<file path="config.mk">
export PLATFORM = sky130hd
export DESIGN_NAME = mua_alu_top
export DESIGN_NICKNAME = d
export VERILOG_FILES = /design/src/verilog/mua_pkg.sv /design/src/verilog/mua_exec_if.sv /design/src/verilog/mua_dmem.sv /design/src/verilog/mua_exec.sv /design/src/verilog/mua_alu_top.sv
export SDC_FILE = /design/constraint.sdc
export NUM_CORES = 2
export LEC_CHECK = 0
export BUFFER_PORTS_ARGS = -buffer_cell sky130_fd_sc_hd__buf_2
export CAP_MARGIN = 20
export CORE_MARGIN = 4
export CORE_UTILIZATION = 55
export DETAILED_ROUTE_END_ITERATION = 8
export MAX_ROUTING_LAYER = met4
export PLACE_DENSITY = 0.79
export REMOVE_ABC_BUFFERS = 1
export SLEW_MARGIN = 0
export SYNTH_ARGS = -nofsm -noshare
export SYNTH_HDL_FRONTEND = slang
export SYNTH_SLANG_ARGS = --single-unit
</file>
<file path="constraint.sdc">
create_clock -name ref_clk_i -period 13.5 [get_ports ref_clk_i]
set_input_delay 0.675 -clock ref_clk_i [delete_from_list [all_inputs] [get_ports ref_clk_i]]
set_output_delay 0.675 -clock ref_clk_i [all_outputs]
set_load 0.01 [all_outputs]
</file>
<file path="src/verilog/mua_pkg.sv">
// Constants and types for the single-operand ALU slice
// How it works
// - complement_in_place inverts the addressed byte, writes it back and updates zero.
// - complement_to_acc loads the inverted byte into the accumulator, memory untouched, zero updated.
// - bcd_adjust adds 6 to the low nibble when it is above 9 or aux carry is set.
// - bcd_adjust adds 6 to the high nibble when it is above 9 or carry is set.
// - bcd_adjust adds 00h, 06h, 60h or 66h to the accumulator and stores the sum in memory.
// - bcd_adjust writes the addressed memory byte and leaves the accumulator alone.
// - bcd_adjust changes only carry, which is set when the 60h correction is added or the sum overflows eight bits.
// - minus_one_in_place subtracts one from the byte, writes it back and updates zero.
// - minus_one_to_acc loads byte minus one into the accumulator, memory kept, zero updated.
// - plus_one_in_place adds one to the byte, writes it back and updates zero.
// - plus_one_to_acc loads byte plus one into the accumulator, memory kept, zero updated.
// - power_down stops execution and raises halt_o; ref_clk_i keeps running.
// - power_down keeps all memory and register contents.
// - power_down clears the watchdog count and its prescaler.
// - power_down sets power_down_flag.
// - power_down clears watchdog_timeout_flag unless wdt_timeout_i is also high, and changes no other flag apart from power_down_flag and the halt flag.
package mua_pkg;

  localparam int unsigned AVS_AW       = 5;
  localparam logic [4:0]  OFF_CMD      = 5'h00;
  localparam logic [4:0]  OFF_ACC      = 5'h04;
  localparam logic [4:0]  OFF_STAT     = 5'h08;
  localparam logic [4:0]  OFF_MADDR    = 5'h0C;
  localparam logic [4:0]  OFF_MDATA    = 5'h10;

  localparam int unsigned CMD_OP_LSB   = 0;
  localparam int unsigned CMD_OP_W     = 3;
  localparam int unsigned CMD_ADDR_LSB = 8;

  localparam int unsigned STAT_Z       = 0;
  localparam int unsigned STAT_C       = 1;
  localparam int unsigned STAT_AC      = 2;
  localparam int unsigned STAT_PWRDN   = 3;
  localparam int unsigned STAT_TO      = 4;
  localparam int unsigned STAT_HALT    = 5;
  localparam int unsigned STAT_BUSY    = 6;

  localparam logic [7:0]  RST_ACC      = 8'h00;
  localparam logic [7:0]  RST_ADDR     = 8'h00;
  localparam logic [31:0] RST_RDATA    = 32'h0000_0000;
  localparam logic        RST_FLAG     = 1'b0;

  localparam logic [3:0]  BCD_LIMIT    = 4'h9;
  localparam logic [7:0]  ADJ_NONE     = 8'h00;
  localparam logic [7:0]  ADJ_LO       = 8'h06;
  localparam logic [7:0]  ADJ_HI       = 8'h60;
  localparam logic [7:0]  ADJ_BOTH     = 8'h66;
  localparam logic [7:0]  ONE          = 8'h01;

  localparam logic [1:0]  RD_LAT       = 2'h2;

  typedef enum logic [2:0] {
    complement_in_place,
    complement_to_acc,
    bcd_adjust,
    minus_one_in_place,
    minus_one_to_acc,
    plus_one_in_place,
    plus_one_to_acc,
    power_down
  } mua_op_t;

endpackage : mua_pkg

</file>
<file path="src/verilog/mua_exec_if.sv">
// Operand and result bundle between core control and the ALU
`timescale 1ns/1ps
interface mua_exec_if;
  import mua_pkg::*;
  mua_op_t    op;
  logic [7:0] acc;
  logic [7:0] operand;
  logic       c_in;
  logic       ac_in;
  logic [7:0] result;
  logic       wr_mem;
  logic       wr_acc;
  logic       z_upd;
  logic       z_out;
  logic       c_upd;
  logic       c_out;

  modport alu (input op, acc, operand, c_in, ac_in,
               output result, wr_mem, wr_acc, z_upd, z_out, c_upd, c_out);
  modport core (output op, acc, operand, c_in, ac_in,
                input result, wr_mem, wr_acc, z_upd, z_out, c_upd, c_out);
endinterface : mua_exec_if

</file>
<file path="src/verilog/mua_dmem.sv">
// Byte-wide data memory with registered read port
`timescale 1ns/1ps
module mua_dmem #(
  parameter int unsigned AW = 8
) (
  input  wire logic          clk_i,
  input  wire logic          we_i,
  input  wire logic [AW-1:0] addr_i,
  input  wire logic [7:0]    wdata_i,
  output logic      [7:0]    rdata_o
);
  logic [7:0] mem_q [2**AW];

  // No reset or clear path, contents survive power-down
  always_ff @(posedge clk_i) begin
    if (we_i) begin
      mem_q[addr_i] <= wdata_i;
    end
    rdata_o <= mem_q[addr_i];
  end
endmodule : mua_dmem

</file>
<file path="src/verilog/mua_exec.sv">
// Single-operand arithmetic and flag logic
`timescale 1ns/1ps
module mua_exec (
  mua_exec_if.alu ex
);
  import mua_pkg::*;

  logic       lo_adj;
  logic       hi_adj;
  logic [7:0] adj;
  logic [8:0] bcd_sum;
  logic [7:0] res;

  always_comb begin
    lo_adj  = (ex.acc[3:0] > BCD_LIMIT) || ex.ac_in;
    hi_adj  = (ex.acc[7:4] > BCD_LIMIT) || ex.c_in;
    case ({hi_adj, lo_adj})
      2'b00:   adj = ADJ_NONE;
      2'b01:   adj = ADJ_LO;
      2'b10:   adj = ADJ_HI;
      default: adj = ADJ_BOTH;
    endcase
    bcd_sum   = {1'b0, ex.acc} + {1'b0, adj};
    res       = ex.operand;
    ex.wr_mem = 1'b0;
    ex.wr_acc = 1'b0;
    ex.z_upd  = 1'b1;
    ex.c_upd  = 1'b0;
    ex.c_out  = ex.c_in;
    // Eight-bit sums wrap
    case (ex.op)
      complement_in_place: begin
        res       = ~ex.operand;
        ex.wr_mem = 1'b1;
      end
      complement_to_acc: begin
        res       = ~ex.operand;
        ex.wr_acc = 1'b1;
      end
      bcd_adjust: begin
        res       = bcd_sum[7:0];
        ex.wr_mem = 1'b1;
        ex.z_upd  = 1'b0;
        ex.c_upd  = 1'b1;
        ex.c_out  = hi_adj | bcd_sum[8];
      end
      minus_one_in_place: begin
        res       = ex.operand - ONE;
        ex.wr_mem = 1'b1;
      end
      minus_one_to_acc: begin
        res       = ex.operand - ONE;
        ex.wr_acc = 1'b1;
      end
      plus_one_in_place: begin
        res       = ex.operand + ONE;
        ex.wr_mem = 1'b1;
      end
      plus_one_to_acc: begin
        res       = ex.operand + ONE;
        ex.wr_acc = 1'b1;
      end
      default: begin
        ex.z_upd  = 1'b0;
      end
    endcase
    ex.result = res;
    ex.z_out  = (res == ADJ_NONE);
  end
endmodule : mua_exec

</file>
<file path="src/verilog/mua_alu_top.sv">
// Top of the single-operand ALU slice with Avalon-MM register port
`timescale 1ns/1ps
module mua_alu_top #(
  parameter int unsigned MEM_AW = 8
) (
  input  wire logic                       ref_clk_i,
  input  wire logic                       rst_n_i,
  input  wire logic [mua_pkg::AVS_AW-1:0] avs_address_i,
  input  wire logic                       avs_read_i,
  input  wire logic                       avs_write_i,
  input  wire logic [31:0]                avs_writedata_i,
  input  wire logic [3:0]                 avs_byteenable_i,
  output logic      [31:0]                avs_readdata_o,
  output logic                            avs_waitrequest_o,
  input  wire logic                       wdt_timeout_i,
  input  wire logic                       wake_i,
  output logic                            halt_o,
  output logic                            wdt_clr_o
);
  import mua_pkg::*;

  typedef enum {ST_IDLE, ST_FETCH, ST_EXEC} mua_state_t;

  mua_state_t  state_q;
  mua_state_t  state_d;
  mua_op_t     op_q;
  mua_op_t     op_d;
  mua_op_t     cmd_op;
  logic [7:0]  addr_q;
  logic [7:0]  addr_d;
  logic [7:0]  maddr_q;
  logic [7:0]  maddr_d;
  logic [7:0]  acc_q;
  logic [7:0]  acc_d;
  logic        z_q;
  logic        z_d;
  logic        c_q;
  logic        c_d;
  logic        ac_q;
  logic        ac_d;
  logic        power_down_flag_q;
  logic        power_down_flag_d;
  logic        to_q;
  logic        to_d;
  logic        halted_q;
  logic        halted_d;
  logic        wdt_clr_q;
  logic        wdt_clr_d;
  logic [1:0]  rd_cnt_q;
  logic [1:0]  rd_cnt_d;
  logic [31:0] rdata_q;
  logic [31:0] rdata_d;
  logic        wake_s1_q;
  logic        wake_s2_q;
  logic        wake_s3_q;
  logic        wake_rise;
  logic        busy;
  logic        wr_ok;
  logic        launch;
  logic        mem_we;
  logic [7:0]  mem_wdata;
  logic [7:0]  mem_addr;
  logic [7:0]  mem_rdata;
  logic [31:0] reg_word;

  mua_exec_if ex_if ();

  assign ex_if.op      = op_q;
  assign ex_if.acc     = acc_q;
  assign ex_if.operand = mem_rdata;
  assign ex_if.c_in    = c_q;
  assign ex_if.ac_in   = ac_q;

  mua_exec u_exec (
    .ex (ex_if.alu)
  );

  mua_dmem #(
    .AW (MEM_AW)
  ) u_dmem (
    .clk_i   (ref_clk_i),
    .we_i    (mem_we),
    .addr_i  (mem_addr[MEM_AW-1:0]),
    .wdata_i (mem_wdata),
    .rdata_o (mem_rdata)
  );

  // Wake pin synchroniser and edge
  always_ff @(posedge ref_clk_i) begin
    if (!rst_n_i) begin
      wake_s1_q <= RST_FLAG;
      wake_s2_q <= RST_FLAG;
      wake_s3_q <= RST_FLAG;
    end else begin
      wake_s1_q <= wake_i;
      wake_s2_q <= wake_s1_q;
      wake_s3_q <= wake_s2_q;
    end
  end

  assign wake_rise = wake_s2_q & ~wake_s3_q;

  // Bus handshake
  assign busy   = (state_q != ST_IDLE);
  assign wr_ok  = avs_write_i & ~busy;
  assign cmd_op = mua_op_t'(avs_writedata_i[CMD_OP_LSB +: CMD_OP_W]);
  assign launch = wr_ok & (avs_address_i == OFF_CMD) & avs_byteenable_i[0] & ~halted_q;

  assign avs_waitrequest_o = (avs_write_i & busy) |
                             (avs_read_i & (busy | (rd_cnt_q != RD_LAT)));
  assign avs_readdata_o    = rdata_q;
  assign halt_o            = halted_q;
  assign wdt_clr_o         = wdt_clr_q;

  // Register read mux
  always_comb begin
    reg_word = RST_RDATA;
    case (avs_address_i)
      OFF_CMD: begin
        reg_word[CMD_OP_LSB +: CMD_OP_W] = op_q;
        reg_word[CMD_ADDR_LSB +: 8]      = addr_q;
      end
      OFF_ACC:   reg_word[7:0] = acc_q;
      OFF_STAT: begin
        reg_word[STAT_Z]    = z_q;
        reg_word[STAT_C]    = c_q;
        reg_word[STAT_AC]   = ac_q;
        reg_word[STAT_PWRDN] = power_down_flag_q;
        reg_word[STAT_TO]   = to_q;
        reg_word[STAT_HALT] = halted_q;
        reg_word[STAT_BUSY] = busy;
      end
      OFF_MADDR: reg_word[7:0] = maddr_q;
      OFF_MDATA: reg_word[7:0] = mem_rdata;
      default:   reg_word = RST_RDATA;
    endcase
  end

  // Next state of engine, flags and bus registers
  always_comb begin
    state_d   = state_q;
    op_d      = op_q;
    addr_d    = addr_q;
    maddr_d   = maddr_q;
    acc_d     = acc_q;
    z_d       = z_q;
    c_d       = c_q;
    ac_d      = ac_q;
    power_down_flag_d = power_down_flag_q;
    to_d      = to_q;
    halted_d  = halted_q;
    wdt_clr_d = 1'b0;
    rd_cnt_d  = rd_cnt_q;
    rdata_d   = rdata_q;
    mem_we    = 1'b0;
    mem_wdata = ex_if.result;
    mem_addr  = busy ? addr_q : maddr_q;
    case (state_q)
      ST_IDLE: begin
        if (launch) begin
          op_d = cmd_op;
          if (avs_byteenable_i[1]) begin
            addr_d = avs_writedata_i[CMD_ADDR_LSB +: 8];
          end
          if (cmd_op == power_down) begin
            halted_d  = 1'b1;
            wdt_clr_d = 1'b1;
            power_down_flag_d = 1'b1;
            to_d      = 1'b0;
          end else begin
            state_d = ST_FETCH;
          end
        end
      end
      ST_FETCH: begin
        state_d = ST_EXEC;
      end
      ST_EXEC: begin
        mem_we = ex_if.wr_mem;
        if (ex_if.wr_acc) begin
          acc_d = ex_if.result;
        end
        if (ex_if.z_upd) begin
          z_d = ex_if.z_out;
        end
        if (ex_if.c_upd) begin
          c_d = ex_if.c_out;
        end
        state_d = ST_IDLE;
      end
      default: begin
        state_d = ST_IDLE;
      end
    endcase
    if (wr_ok && avs_byteenable_i[0]) begin
      case (avs_address_i)
        OFF_ACC:   acc_d   = avs_writedata_i[7:0];
        OFF_MADDR: maddr_d = avs_writedata_i[7:0];
        OFF_MDATA: begin
          mem_we    = 1'b1;
          mem_wdata = avs_writedata_i[7:0];
        end
        OFF_STAT: begin
          z_d   = avs_writedata_i[STAT_Z];
          c_d   = avs_writedata_i[STAT_C];
          ac_d  = avs_writedata_i[STAT_AC];
          power_down_flag_d = avs_writedata_i[STAT_PWRDN];
          to_d  = avs_writedata_i[STAT_TO];
        end
        default: begin
        end
      endcase
    end
    if (avs_read_i && !busy) begin
      if (rd_cnt_q == RD_LAT) begin
        rd_cnt_d = 2'h0;
      end else begin
        rd_cnt_d = rd_cnt_q + 2'h1;
      end
      if (rd_cnt_q == 2'h1) begin
        rdata_d = reg_word;
      end
    end
    if (wdt_timeout_i) begin
      to_d = 1'b1;
    end
    if (halted_q && wake_rise) begin
      halted_d = 1'b0;
    end
  end

  always_ff @(posedge ref_clk_i) begin
    if (!rst_n_i) begin
      state_q   <= ST_IDLE;
      op_q      <= complement_in_place;
      addr_q    <= RST_ADDR;
      maddr_q   <= RST_ADDR;
      acc_q     <= RST_ACC;
      z_q       <= RST_FLAG;
      c_q       <= RST_FLAG;
      ac_q      <= RST_FLAG;
      power_down_flag_q <= RST_FLAG;
      to_q      <= RST_FLAG;
      halted_q  <= RST_FLAG;
      wdt_clr_q <= RST_FLAG;
      rd_cnt_q  <= 2'h0;
      rdata_q   <= RST_RDATA;
    end else begin
      state_q   <= state_d;
      op_q      <= op_d;
      addr_q    <= addr_d;
      maddr_q   <= maddr_d;
      acc_q     <= acc_d;
      z_q       <= z_d;
      c_q       <= c_d;
      ac_q      <= ac_d;
      power_down_flag_q <= power_down_flag_d;
      to_q      <= to_d;
      halted_q  <= halted_d;
      wdt_clr_q <= wdt_clr_d;
      rd_cnt_q  <= rd_cnt_d;
      rdata_q   <= rdata_d;
    end
  end

  logic ex_now;
  logic halt_go;
  logic bcd_lo;
  logic bcd_hi;
  assign ex_now  = (state_q == ST_EXEC);
  assign halt_go = launch && (cmd_op == power_down);
  assign bcd_lo  = (acc_q[3:0] > BCD_LIMIT) || ac_q;
  assign bcd_hi  = (acc_q[7:4] > BCD_LIMIT) || c_q;
endmodule : mua_alu_top

</file>
==> flow_metrics.tcl <==
set metrics [dict create \
    drc_errors 0 \
    core-area_um2 143000 \
    track_usage 0.265 \
    first_global_vias 44700 \
    cp-end-kind "flip-flop" \
    fmax_mhz 182 \
    maxSlewViolCount 0 \
    first_pass_iters 9 \
    holdBufCountCts 0 \
    pre_cts_ws_ns 8.02 \
    hold_ws_ns 0.0644 \
    synth_cells 4559 \
    tns_ns 0 \
    first_iter_violations 7736 \
    wl_met1_mm 70.8 \
    synth_top_area_share 0.776 \
    synthArstFlopShare 0 \
    synth-edff-count 2048 \
    ios 82 \
    timing.final.ws_setup_ns 8.01 \
    yosys.area.top_type "edfxtp_1" \
    synth_area_leaders "edfxtp_1 78%, a221oi_1 5.7%, a22o_1 5.7%, o22ai_1 2.1%, dfxtp_1 1.6%" \
    min_path_type "input port to flip-flop" \
    dieArea_um2 150000 \
    clkTransAtPathRegs_ns 0.06 \
    wl_met3_mm 24.6 \
    syn-cell-area_um2 79200 \
    maxSlewHeadroom 0.0717 \
    grt_first_pass_wirelength_mm 291 \
    nNetsFinal 4604 \
    critical_path_class "flip-flop to flip-flop" \
    setup_violations 0 \
    fp.dieW_um 388 \
    vias 46300 \
    path_max_fanout 128 \
    start_util 0.553 \
    finalHoldViolCount 0 \
    maxCapViolations 0 \
    area_delta_synth_final_pct 10.2 \
    grt_max_degree 257 \
    postRouteAntennaNets 0 \
    tightest_slew_ns 1.39 \
    cts-root-buf "clkbuf_16" \
    wl_mm 198 \
    cts_tree "done" \
    irDropWorstVdd_v 0.000142 \
    avgSynthCellArea_um2 17.4 \
    antenna_found_initial 2 \
    cts_sinks 2113 \
    wl_met2_mm 93.2 \
    routed.top_layer "met4" \
    synth_seq_cells 2113 \
    cts_resized 0 \
    cp_data_arrival_time_ns 5.98 \
    cts_buffers 191 \
    post_cts_buffers 0 \
    yosysWarnings 0 \
    finish.instance_area_um2 87300 \
    instances_no_fill 6605 \
    vias_per_cell 7.02 \
    wl_per_cell_um 29.9 \
    p_per_area_nw_per_um2 144 \
    cts_buffer_depth 3 \
    leakagePower_nw 27.6 \
    period_share 0.406 \
    seq_area_frac_synth 0.793 \
    status "complete, no violations" \
    ys.flop_type "edfxtp_1" \
    h-tree-depth 4 \
    fp-row-count 139 \
    min_period_ns 5.49 \
    layout-drive-gt1-share 0.0888 \
    clock_latency_ns 0.83 \
    die_height_um 388 \
    rsz0062_at_grt "no" \
    post-place-cells 6251 \
    place_area_um2 81200 \
    finalClockSkew_ns 0.0286 \
    synth_cell_types 68 \
    place_congestion 0.915 \
    cp.required_ns 14.00 \
    numPortBuffers 47 \
    critPathLaunchType "flip-flop" \
    overflow 0 \
    dpl.hpwl_mm 110 \
]
-- power by group --
part           total [W]  internal (W)  leakage, nW  switching [W]
Clock            0.00524       0.00292         2.94        0.00232
Combinational   0.000177     0.0000346         5.78       0.000143
Sequential       0.00718       0.00717         18.9     0.00000507
-- worst paths after layout --
path	slack, ns	to	start	cells after the start
worst max-delay path	8.01	u_dmem.mem_q[160][6]$_DFFE_PP_	ex_if.op[2]$_SDFFE_PN0P_	10
worst min register to register	0.47	wake_s2_q$_SDFF_PN0_	wake_s1_q$_SDFF_PN0_	1
worst min-delay path	0.06	wake_s1_q$_SDFF_PN0_	wake_i	2
worst max register to register	8.01	u_dmem.mem_q[160][6]$_DFFE_PP_	ex_if.op[2]$_SDFFE_PN0P_	10
-- cells in the final DEF, fill, tap and decap left out, types with 5 or more instances in the layout --
| cell | Yosys | layout |
|---|---|---|
| a2111o_1 | 8 | 8 |
| a211oi_1 | 13 | 13 |
| a21boi_0 | 8 | 8 |
| a21boi_1 | 5 | 5 |
| a21oi_1 | 47 | 46 |
| a221oi_1 | 519 | 519 |
| a22o_1 | 512 | 512 |
| a22oi_1 | 10 | 10 |
| and3_1 | 5 | 5 |
| buf_12 | 0 | 6 |
| buf_2 | 70 | 49 |
| buf_4 | 23 | 72 |
| bufinv_16 | 0 | 14 |
| clkbuf_1 | 221 | 41 |
| clkbuf_16 | 0 | 194 |
| clkinv_1 | 0 | 42 |
| clkinv_2 | 0 | 33 |
| conb_1 | 1 | 16 |
| dfxtp_1 | 65 | 65 |
| edfxtp_1 | 2048 | 2048 |
| ha_1 | 10 | 10 |
| inv_1 | 12 | 12 |
| inv_6 | 0 | 9 |
| mux2_8 | 0 | 5 |
| mux2i_1 | 27 | 26 |
| nand2_1 | 94 | 91 |
| nand2b_1 | 11 | 11 |
| nand3_1 | 25 | 25 |
| nand3b_1 | 12 | 12 |
| nor2_1 | 332 | 332 |
| nor3_1 | 13 | 13 |
| nor4_1 | 66 | 65 |
| o21ai_0 | 18 | 18 |
| o22ai_1 | 261 | 261 |
| or3_1 | 5 | 5 |
| xnor2_1 | 8 | 8 |
-- cell usage after synthesis, types with 7 or more instances --
cell and instances:
mux2i_1 27, a22o_1 512, a2111o_1 8, edfxtp_1 2048
a22oi_1 10, mux2_2 7, a21oi_1 47, dfxtp_1 65
nor3_1 13, buf_4 23, clkbuf_1 221, nor4_1 66
ha_1 10, buf_1 36, nor2_1 332, xnor2_1 8
a221oi_1 519, inv_1 12, buf_2 70, a211oi_1 13
nand2_1 94, nand3b_1 12, o22ai_1 261, o21ai_0 18
nand2b_1 11, nand3_1 25, a21boi_0 8
-- registers in the layout (all words and copies together) (netlist names) --
| signal | flops |
|---|---|
| maddr_q | 8 |
| acc_q | 8 |
| rd_cnt_q | 2 |
| wdt_clr_o | 1 |
| ex_if.op | 3 |
| ac_q | 1 |
| power_down_flag_q | 1 |
| wake_s1_q | 1 |
| wake_s3_q | 1 |
| u_dmem.rdata_o | 8 |
| u_dmem.mem_q | 2048 |
| addr_q | 8 |
| avs_readdata_o | 16 |
| wake_s2_q | 1 |
| halt_o | 1 |
| c_q | 1 |
| z_q | 1 |
| state_q | 2 |
| to_q | 1 |
-- critical path: stages, from the launching register on --
cell	delay, ns
dfxtp_1	0.92
nand2_1	0.42
fa_1	0.52
a211oi_1	0.37
o211a_1	0.22
a311oi_1	0.07
a221o_1	0.33
a221oi_1	0.42
mux2_8	0.51
buf_16	0.45
buf_4	0.76
-- through the flow --
stage / utilization / total power, W
CTS: 0.609 / 0.0126
finish: 0.609 / 0.0126
floorplan: - / 0.00744
global placement: 0.567 / 0.00748
global route: 0.609 / 0.0129
detailed placement: 0.567 / 0.00749
-- logic make-up (layout without fill, tap and decap cells) --
| family | count (synthesis) | in the layout | share of synthesized area |
|---|---|---|---|
| buffers and inverters | 363 | 487 | 0.0195 |
| flip-flops | 2113 | 2113 | 0.793 |
| AO/OA/AOI/OAI | 1443 | 1443 | 0.148 |
| multiplexers | 34 | 34 | 0.00441 |
| XOR/XNOR | 9 | 9 | 0.000995 |
| adder cells (fa/ha/maj) | 12 | 12 | 0.00208 |
| AND/OR/NAND/NOR | 584 | 584 | 0.0325 |
| other | 1 | 20 | 0.0000473 |
-- area by class of cell --
| cell class | instances | area [um^2] |
|---|---|---|
| Clock inverter | 108 | 953 |
| Sequential cell | 2113 | 62800 |
| Multi-Input combinational cell | 2098 | 15100 |
| Inverter | 12 | 45.0 |
| Clock buffer | 238 | 5050 |
| Antenna cell | 4 | 10.0 |
| Timing Repair Buffer | 129 | 961 |
| Tap cell | 1903 | 2380 |
| Fill cell | 9545 | 56000 |
-- per-layer routing --
layer	vias to the layer above	GRT usage
li1	19200	-
met1	23100	0.350
met2	3404	0.399
met3	567	0.0631
met4	0	0.110
met5	-	-
No activity file was read; power rests on OpenSTA's default activity.
